--- config.mk ---
export PLATFORM = sky130hd
export DESIGN_NAME = scg_squelch_cor
export DESIGN_NICKNAME = d
export VERILOG_FILES = /design/src/rtl/scg_pkg.sv /design/src/rtl/scg_squelch_cor.sv
export VERILOG_INCLUDE_DIRS = /design/src /design/src/rtl
export SDC_FILE = /design/constraint.sdc
export NUM_CORES = 1
export LEC_CHECK = 0
export BUFFER_PORTS_ARGS = -buffer_cell sky130_fd_sc_hd__buf_2
export CAP_MARGIN = 20
export CORE_AREA = 2 2 187 152
export CTS_BUF_LIST = sky130_fd_sc_hd__clkbuf_8
export DETAILED_ROUTE_END_ITERATION = 16
export DIE_AREA = 0 0 189 154
export PLACE_DENSITY = 0.39
export SLEW_MARGIN = 5
export SYNTH_ARGS = -nofsm -noshare
export SYNTH_HDL_FRONTEND = slang
export SYNTH_SLANG_ARGS = --single-unit
--- constraint.sdc ---
create_clock -name pclk -period 3.2 [get_ports pclk]
set_input_delay 0.64 -clock pclk [delete_from_list [all_inputs] [get_ports pclk]]
set_output_delay 0.64 -clock pclk [all_outputs]
set_load 0.01 [all_outputs]
--- src/rtl/scg_map.svh ---
// Register map, field positions, reset values and timing counts.
// Assumes a 125 MHz pclk and a 32-bit APB register bus.
// Notes on behaviour
// Carrier output mode is always on, on only with squelch, or off.
// An enabled carrier output follows the signal being above threshold.
// The carrier indicator shows whenever the enabled carrier output is on.
// Stop-on-carrier halts sweep or scan while enabled and signal is present; the code halts only while the carrier output is also enabled.
// Carrier output holds for a programmed hang time after signal drops.
// The same hang keeps squelched audio unmuted until it expires.
// Enter key or remote accept during hang dumps it and mutes audio.
// After a dump a signal still present is detected afresh.
// Latched hang lasts until the enter key or remote accept ends it.
// With squelch on, audio mutes while signal is below threshold.
// In full automatic gain the gain setting is the squelch threshold.
// In threshold gain mode squelch sits 3 dB above the gain threshold.
// Squelch cannot be selected while manual gain is active.
// The squelch indicator shows while squelch is selected.
// Gain mode button cycles full automatic, threshold, manual, repeating.
// Gain setting is threshold in threshold mode, gain in manual mode.
// Five decay settings, stepped longer or shorter by two buttons.
// Locked-out decay settings are skipped and never selected; the code keeps a setting selected if it is locked while in use.
// Hang counter restarts on signal drop, cancelled if signal returns.
`ifndef SCG_MAP_SVH
`define SCG_MAP_SVH
`define SCG_OFF_CTRL 8'h00
`define SCG_OFF_HANG 8'h04
`define SCG_OFF_LOCK 8'h08
`define SCG_OFF_GAIN 8'h0C
`define SCG_OFF_CMD 8'h10
`define SCG_OFF_STAT 8'h14
`define SCG_OFF_ISR 8'h18
`define SCG_OFF_IMR 8'h1C
`define SCG_CTRL_LATCH 2
`define SCG_CTRL_STOP 3
`define SCG_CMD_ACCEPT 0
`define SCG_EV_DETECT 0
`define SCG_EV_RELEASE 1
`define SCG_EV_DUMP 2
`define SCG_EV_STOP 3
`define SCG_NUM_EV 4
`define SCG_HANG_RST 16'h000A
`define SCG_NUM_DECAY 5
`define SCG_SQ_OFFSET_DB 9'h003
`define SCG_CLK_NS 8
`define SCG_TICK_NS 1000000
`endif

--- src/rtl/scg_pkg.sv ---
// Types shared by the squelch, carrier output and gain control block.
// Assumes nothing of its surroundings.
package scg_pkg;
    typedef enum logic [1:0] {COR_ALWAYS, COR_SQONLY, COR_OFF} scg_cor_t;
    typedef enum logic [1:0] {GM_FULL, GM_THR, GM_MAN} scg_gain_t;
    typedef enum logic [1:0] {HS_IDLE, HS_OPEN, HS_HANG} scg_hang_t;
endpackage

--- src/rtl/scg_squelch_cor.sv ---
// Squelch, carrier presence output with hang, gain mode and decay select.
// Assumes APB from logic on pclk; keys and level detector are async pins.
`timescale 1ns/100ps
`include "scg_map.svh"
module scg_squelch_cor #(
    parameter int TICK_CYC = `SCG_TICK_NS / `SCG_CLK_NS,
    parameter int NUM_DECAY = `SCG_NUM_DECAY
) (
    input wire logic pclk,
    input wire logic presetn,
    input wire logic psel,
    input wire logic penable,
    input wire logic pwrite,
    input wire logic [7:0] paddr,
    input wire logic [31:0] pwdata,
    output logic [31:0] prdata,
    output logic pready,
    output logic pslverr,
    input wire logic level_above,
    input wire logic squelch_key,
    input wire logic gain_mode_button,
    input wire logic decay_up_key,
    input wire logic decay_down_key,
    input wire logic enter_key,
    output logic carrier_presence_output,
    output logic carrier_ind,
    output logic squelch_indicator,
    output logic audio_mute,
    output logic scan_stop,
    output logic [1:0] gain_mode,
    output logic [7:0] gain_setting,
    output logic [7:0] squelch_level,
    output logic [$clog2(NUM_DECAY)-1:0] decay_sel,
    output logic irq
);
    localparam int DW = $clog2(NUM_DECAY);
    localparam int TW = $clog2(TICK_CYC);

    logic [5:0] pin_a, s1_r, s2_r, s3_r, rise;
    logic above, latch_r, stop_en_r, acc, do_wr, accept, sq_on_r;
    logic cor_en, tick;
    logic [1:0] cmode_r;
    logic [15:0] hang_len_r, hang_cnt_r;
    logic [NUM_DECAY-1:0] lock_r;
    logic [7:0] gain_r;
    logic [3:0] imr_r, isr_r, ev;
    logic [TW-1:0] tick_cnt_r;
    logic [8:0] sq_sum;
    logic [31:0] rd_nxt;
    scg_pkg::scg_gain_t gm_r, gm_nxt;
    scg_pkg::scg_hang_t hs_r, hs_nxt;
    // The registers sit on every aligned word from zero up to the mask.
    function automatic logic reg_hit(input logic [7:0] a);
        reg_hit = a[1:0] == 2'h0 && a <= `SCG_OFF_IMR;
    endfunction

    // Nearest unlocked setting in the step direction; stays put if none.
    function automatic logic [DW-1:0] next_decay(
        input logic [DW-1:0] cur,
        input logic [NUM_DECAY-1:0] lock,
        input logic up
    );
        int c;
        logic found;
        next_decay = cur;
        found = 1'b0;
        for (int i = 1; i < NUM_DECAY; i++)
        begin
            c = up ? int'(cur) + i : int'(cur) - i;
            if (!found && c >= 0 && c < NUM_DECAY && !lock[c])
            begin
                next_decay = DW'(c);
                found = 1'b1;
            end
        end
    endfunction

    assign pin_a = {enter_key, decay_down_key, decay_up_key,
        gain_mode_button, squelch_key, level_above};
    // Two stages before use; the third stage only serves edge detection.
    always_ff @(posedge pclk or negedge presetn)
    begin
        if (!presetn)
            {s3_r, s2_r, s1_r} <= 18'h00000;
        else
            {s3_r, s2_r, s1_r} <= {s2_r, s1_r, pin_a};
    end
    assign rise = s2_r & ~s3_r;
    assign above = s2_r[0];

    assign acc = psel & penable & pready;
    assign do_wr = acc & pwrite;
    assign accept = rise[5] |
        (do_wr && paddr == `SCG_OFF_CMD && pwdata[`SCG_CMD_ACCEPT]);

    always_ff @(posedge pclk or negedge presetn)
    begin
        if (!presetn)
        begin
            cmode_r <= 2'h0;
            latch_r <= 1'b0;
            stop_en_r <= 1'b0;
            hang_len_r <= `SCG_HANG_RST;
            lock_r <= '0;
            gain_r <= 8'h00;
            imr_r <= 4'h0;
        end
        else if (do_wr)
        begin
            unique case (paddr)
                `SCG_OFF_CTRL:
                begin
                    cmode_r <= pwdata[1:0];
                    latch_r <= pwdata[`SCG_CTRL_LATCH];
                    stop_en_r <= pwdata[`SCG_CTRL_STOP];
                end
                `SCG_OFF_HANG: hang_len_r <= pwdata[15:0];
                `SCG_OFF_LOCK: lock_r <= pwdata[NUM_DECAY-1:0];
                `SCG_OFF_GAIN: gain_r <= pwdata[7:0];
                `SCG_OFF_IMR: imr_r <= pwdata[3:0];
                default: ;
            endcase
        end
    end

    always_comb
    begin
        rd_nxt = 32'h0000_0000;
        unique case (paddr)
            `SCG_OFF_CTRL: rd_nxt = 32'({stop_en_r, latch_r, cmode_r});
            `SCG_OFF_HANG: rd_nxt = 32'(hang_len_r);
            `SCG_OFF_LOCK: rd_nxt = 32'(lock_r);
            `SCG_OFF_GAIN: rd_nxt = 32'(gain_r);
            `SCG_OFF_STAT: rd_nxt = 32'({decay_sel, 2'(gm_r),
                hs_r == scg_pkg::HS_HANG, sq_on_r, audio_mute,
                carrier_presence_output});
            `SCG_OFF_ISR: rd_nxt = 32'(isr_r);
            `SCG_OFF_IMR: rd_nxt = 32'(imr_r);
            default: rd_nxt = 32'h0000_0000;
        endcase
    end

    // One wait state: pready rises on the second access cycle.
    always_ff @(posedge pclk or negedge presetn)
    begin
        if (!presetn)
        begin
            pready <= 1'b0;
            prdata <= 32'h0000_0000;
            pslverr <= 1'b0;
        end
        else
        begin
            pready <= psel & penable & ~pready;
            prdata <= (psel & penable & ~pready & ~pwrite) ? rd_nxt :
                32'h0000_0000;
            pslverr <= psel & penable & ~pready & ~reg_hit(paddr);
        end
    end

    always_comb
    begin
        gm_nxt = gm_r;
        if (rise[2])
        begin
            unique case (gm_r)
                scg_pkg::GM_FULL: gm_nxt = scg_pkg::GM_THR;
                scg_pkg::GM_THR: gm_nxt = scg_pkg::GM_MAN;
                scg_pkg::GM_MAN: gm_nxt = scg_pkg::GM_FULL;
                default: gm_nxt = scg_pkg::GM_FULL;
            endcase
        end
    end

    always_ff @(posedge pclk or negedge presetn)
    begin
        if (!presetn)
            gm_r <= scg_pkg::GM_FULL;
        else
            gm_r <= gm_nxt;
    end

    always_ff @(posedge pclk or negedge presetn)
    begin
        if (!presetn)
            sq_on_r <= 1'b0;
        else if (gm_nxt == scg_pkg::GM_MAN)
            sq_on_r <= 1'b0;
        else if (rise[1])
            sq_on_r <= ~sq_on_r;
    end

    always_ff @(posedge pclk or negedge presetn)
    begin
        if (!presetn)
            decay_sel <= '0;
        else if (rise[3])
            decay_sel <= next_decay(decay_sel, lock_r, 1'b1);
        else if (rise[4])
            decay_sel <= next_decay(decay_sel, lock_r, 1'b0);
    end

    always_comb
    begin
        unique case (cmode_r)
            scg_pkg::COR_ALWAYS: cor_en = 1'b1;
            scg_pkg::COR_SQONLY: cor_en = sq_on_r;
            default: cor_en = 1'b0;
        endcase
    end

    assign tick = tick_cnt_r == TW'(TICK_CYC - 1);
    always_comb
    begin
        hs_nxt = hs_r;
        ev[`SCG_EV_DETECT] = 1'b0;
        ev[`SCG_EV_RELEASE] = 1'b0;
        ev[`SCG_EV_DUMP] = 1'b0;
        ev[`SCG_EV_STOP] = stop_en_r & cor_en & ~scan_stop &
            (hs_r == scg_pkg::HS_OPEN);
        unique case (hs_r)
            scg_pkg::HS_IDLE:
                if (above)
                begin
                    hs_nxt = scg_pkg::HS_OPEN;
                    ev[`SCG_EV_DETECT] = 1'b1;
                end
            scg_pkg::HS_OPEN:
                if (!above && hang_len_r == 16'h0000 && !latch_r)
                begin
                    hs_nxt = scg_pkg::HS_IDLE;
                    ev[`SCG_EV_RELEASE] = 1'b1;
                end
                else if (!above)
                    hs_nxt = scg_pkg::HS_HANG;
            scg_pkg::HS_HANG:
                if (accept)
                begin
                    hs_nxt = scg_pkg::HS_IDLE;
                    ev[`SCG_EV_DUMP] = 1'b1;
                end
                else if (above)
                    hs_nxt = scg_pkg::HS_OPEN;
                else if (!latch_r && hang_cnt_r == 16'h0000)
                begin
                    hs_nxt = scg_pkg::HS_IDLE;
                    ev[`SCG_EV_RELEASE] = 1'b1;
                end
            default: hs_nxt = scg_pkg::HS_IDLE;
        endcase
    end

    always_ff @(posedge pclk or negedge presetn)
    begin
        if (!presetn)
            hs_r <= scg_pkg::HS_IDLE;
        else
            hs_r <= hs_nxt;
    end

    always_ff @(posedge pclk or negedge presetn)
    begin
        if (!presetn)
        begin
            hang_cnt_r <= 16'h0000;
            tick_cnt_r <= '0;
        end
        else if (hs_r != scg_pkg::HS_HANG)
        begin
            hang_cnt_r <= hang_len_r;
            tick_cnt_r <= '0;
        end
        else
        begin
            tick_cnt_r <= tick ? '0 : tick_cnt_r + TW'(1);
            if (tick && hang_cnt_r != 16'h0000)
                hang_cnt_r <= hang_cnt_r - 16'h0001;
        end
    end

    assign sq_sum = {1'b0, gain_r} + `SCG_SQ_OFFSET_DB;
    always_ff @(posedge pclk or negedge presetn)
    begin
        if (!presetn)
        begin
            carrier_presence_output <= 1'b0;
            carrier_ind <= 1'b0;
            squelch_indicator <= 1'b0;
            audio_mute <= 1'b0;
            scan_stop <= 1'b0;
            gain_mode <= 2'h0;
            gain_setting <= 8'h00;
            squelch_level <= 8'h00;
        end
        else
        begin
            carrier_presence_output <= cor_en &
                (hs_r != scg_pkg::HS_IDLE);
            carrier_ind <= cor_en & (hs_r != scg_pkg::HS_IDLE);
            squelch_indicator <= sq_on_r;
            audio_mute <= sq_on_r & (hs_r == scg_pkg::HS_IDLE);
            scan_stop <= stop_en_r & cor_en &
                (hs_r == scg_pkg::HS_OPEN);
            gain_mode <= 2'(gm_r);
            gain_setting <= gain_r;
            if (gm_r == scg_pkg::GM_THR)
                squelch_level <= sq_sum[8] ? 8'hFF : sq_sum[7:0];
            else
                squelch_level <= gain_r;
        end
    end

    // A hardware event in the cycle of its clear is kept.
    always_ff @(posedge pclk or negedge presetn)
    begin
        if (!presetn)
        begin
            isr_r <= 4'h0;
            irq <= 1'b0;
        end
        else
        begin
            isr_r <= (isr_r & ~((do_wr && paddr == `SCG_OFF_ISR) ?
                pwdata[3:0] : 4'h0)) | ev;
            irq <= |(isr_r & imr_r);
        end
    end
endmodule // scg_squelch_cor

==> impl_metrics.csv <==
group,metric,value,unit
outcome,status,"finished clean",
clock_tree,cts_resized,0,
timing,max_freq,0.3526,GHz
timing,slew_headroom,0.5235,
detailed_routing,postRouteAntennaNets,0,
timing,period_minus_slack,2836,ps
power_and_ir_drop,power_density,664.1,nW/µm²
floorplanning,io_pins,112,
detailed_routing,vias,4991,
detailed_routing,drc,0,
logic_synthesis,synthArstFlopShare,1.000,
power_and_ir_drop,leakage,3.696,nW
detailed_routing,viasPerCell,4.621,
place,port_buffers,79,
logic_synthesis,synth_seq_cells,140,
clock_tree,cts_buffers,17,
power_and_ir_drop,peakVddDrop,0.2399,mV
critical_path,crit_required,3540,ps
cells_and_area,mostFrequentLayoutCells,"dfrtp_1 (138), buf_2 (78), nor2_1 (67)",
cells_and_area,syn_to_final_growth,18.47,%
detailed_routing,wire_per_inst,16.64,µm
floorplanning,start_util,0.2485,
critical_path,worst_setup_path_start_kind,"flop",
clock_tree,clock_sinks,140,
job,maxCapViolations,0,
timing,fin_skew,14.30,ps
floorplanning,core-area,27090,µm²
global_route,grt_max_degree,66,
logic_synthesis,postSynthAreaPerCell,11.09,µm²
global_route,antenna_found_initial,0,
cells_and_area,layout-drive-gt1-share,0.2556,
floorplanning,die_h,154,µm
floorplanning,fp-row-count,54,
cells_and_area,layout.cells.most_common,"dfrtp_1",
place,dp_hpwl,13100,µm
clock_tree,cts.clk_slew.worst_paths,90,ps
detailed_routing,first_pass_iters,5,
global_route,grt_pass1_vias,5137,
critical_path,arrival,3180,ps
clock_tree,postCtsSetupRepairBufs,0,
logic_synthesis,synth_cell_types,66,
detailed_routing,routed_wl,17970,µm
cells_and_area,diodes,0,
power_and_ir_drop,finalPower,5.298,mW
global_route,track_usage,0.1292,
logic_synthesis,ys.flop_type,"dfrtp_1",
critical_path,critical_path.max_fanout,9,
timing,fin_tns_setup,0,ps
logic_synthesis,synthCells,607,
cells_and_area,nNetsFinal,771,
critical_path,end_kind,"flop",
timing,hold_violations,0,
logic_synthesis,synthesis.area,6734,µm²
logic_synthesis,synth_edf_count,0,
detailed_routing,dr.first_iter.drc_count,372,
clock_tree,ctsHoldBuffers,0,
clock_tree,root_buffer,"clkbuf_8",
floorplanning,die_area,29110,µm²
timing,setup_viol_count_final,0,
place,gp_congestion,0.8500,
global_route,grt.overflow.total,0,
logic_synthesis,ys_seq_area_frac,0.5206,
timing,rsz0062_at_grt,"no",
clock_tree,clk_latency,450,ps
logic_synthesis,yosys_warnings,0,
critical_path,critPathKind,"flop to flop",
timing,worstMarginPinSlew,708.2,ps
floorplanning,die_w,189,µm
global_route,grt_pass1_wl,29210,µm
min_path,hold_class,"input pin to async pin",
clock_tree,cts_tree,"done",
clock_tree,htree_levels,4,
timing,post-route-period-util,0.8863,
timing,slew_violations,0,
clock_tree,clockBufferDepth,2,
[cell usage after synthesis, types with 12 or more instances]
library cell | number | area [µm²]
inv_1 | 23 | 86.33
ha_1 | 17 | 212.7
nor3_1 | 12 | 60.06
nor2_1 | 67 | 251.5
a22oi_1 | 13 | 97.59
xnor2_1 | 18 | 157.7
and3_1 | 16 | 100.1
a21oi_1 | 24 | 120.1
buf_4 | 17 | 127.6
xor2_1 | 15 | 131.4
clkbuf_1 | 13 | 48.80
dfrtp_1 | 138 | 3453
nand2_1 | 29 | 108.9
nand3_1 | 15 | 75.07
mux2_2 | 39 | 439.2
[power breakdown]
group	switching [mW]	leakage [nW]	internal, mW	total [mW]
Clock	0.792	0.188	0.645	1.44
Combinational	1.03	1.64	0.727	1.75
Sequential	0.163	1.86	1.94	2.11
Total	1.98	3.70	3.32	5.30
[routing by layer]
layer,GRT usage,vias up,wire (µm)
met1,0.1953,2515,9488
li1,-,2351,-
met2,0.1819,114,7566
met3,0.03424,11,807
met4,0.02865,0,111
met5,0,-,0
[layout make-up]
class | instances | area, µm²
Timing Repair Buffer | 95 | 534.3
Multi-Input combinational cell | 426 | 3008
Clock buffer | 17 | 234.0
Fill cell | 2774 | 19120
Clock inverter | 15 | 153.9
Tap cell | 364 | 455.4
Inverter | 23 | 86.33
Sequential cell | 140 | 3506
[metrics by stage]
step | utilization | std cells | setup slack (ps) | hold WS [ps] | cell area (µm²)
2_1_floorplan | - | 622 | 240.8 | 331.2 | 6790
3_3_place_gp | 0.2801 | 1048 | 464.4 | 334.3 | 7590
3_5_place_dp | 0.2801 | 1048 | 373.5 | 336.2 | 7590
4_1_cts | 0.2944 | 1080 | 366.0 | 202.8 | 7978
5_1_grt | 0.2944 | 1080 | 165.6 | 212.7 | 7978
6_report | 0.2944 | 1080 | 363.8 | 199.8 | 7978
[path summary, 6_finish.rpt]
kind	cells after the start	start	end	slack, ps
worst max register to register	9	decay_sel[0]	decay_sel[1]	360
max in group asynchronous	2	presetn	hang_cnt_r[6]	2200
worst min register to register	0	s1_r[4]	s2_r[4]	340
worst max-delay path	9	decay_sel[0]	decay_sel[1]	360
worst min-delay path	1	presetn	tick_cnt_r[8]	200
min in group pclk	1	gain_mode_button	s1_r[2]	290
[kinds of logic (layout without fill, tap and decap cells)]
kind of cell,Yosys count,in the layout,share of synthesized area
AND/OR/NAND/NOR,206,206,0.1598
flip-flops,140,140,0.5206
AO/OA/AOI/OAI,103,103,0.1122
buffers and inverters,56,150,0.04106
multiplexers,51,51,0.09123
XOR/XNOR,33,33,0.04292
adder cells (fa/ha/maj),17,17,0.03159
other,1,16,0.0005569
[registers in the layout, summed over array words and instances (netlist names), 3 cells and up]
| register | count |
|---|---|
| decay_sel | 3 |
| gain_r | 8 |
| gain_setting | 8 |
| hang_cnt_r | 16 |
| hang_len_r | 16 |
| imr_r | 4 |
| isr_r | 4 |
| lock_r | 5 |
| prdata | 16 |
| s1_r | 6 |
| s2_r | 6 |
| s3_r | 5 |
| squelch_level | 8 |
| tick_cnt_r | 17 |
[critical path: stages (launching register included)]
cell	delay (ps)
dfrtp_1	520
inv_1	100
buf_4	170
ha_1	200
ha_1	430
and3_1	230
o21ai_0	130
o311ai_0	380
o221ai_1	190
a221o_1	370
No activity file was read; power rests on OpenSTA's default activity.
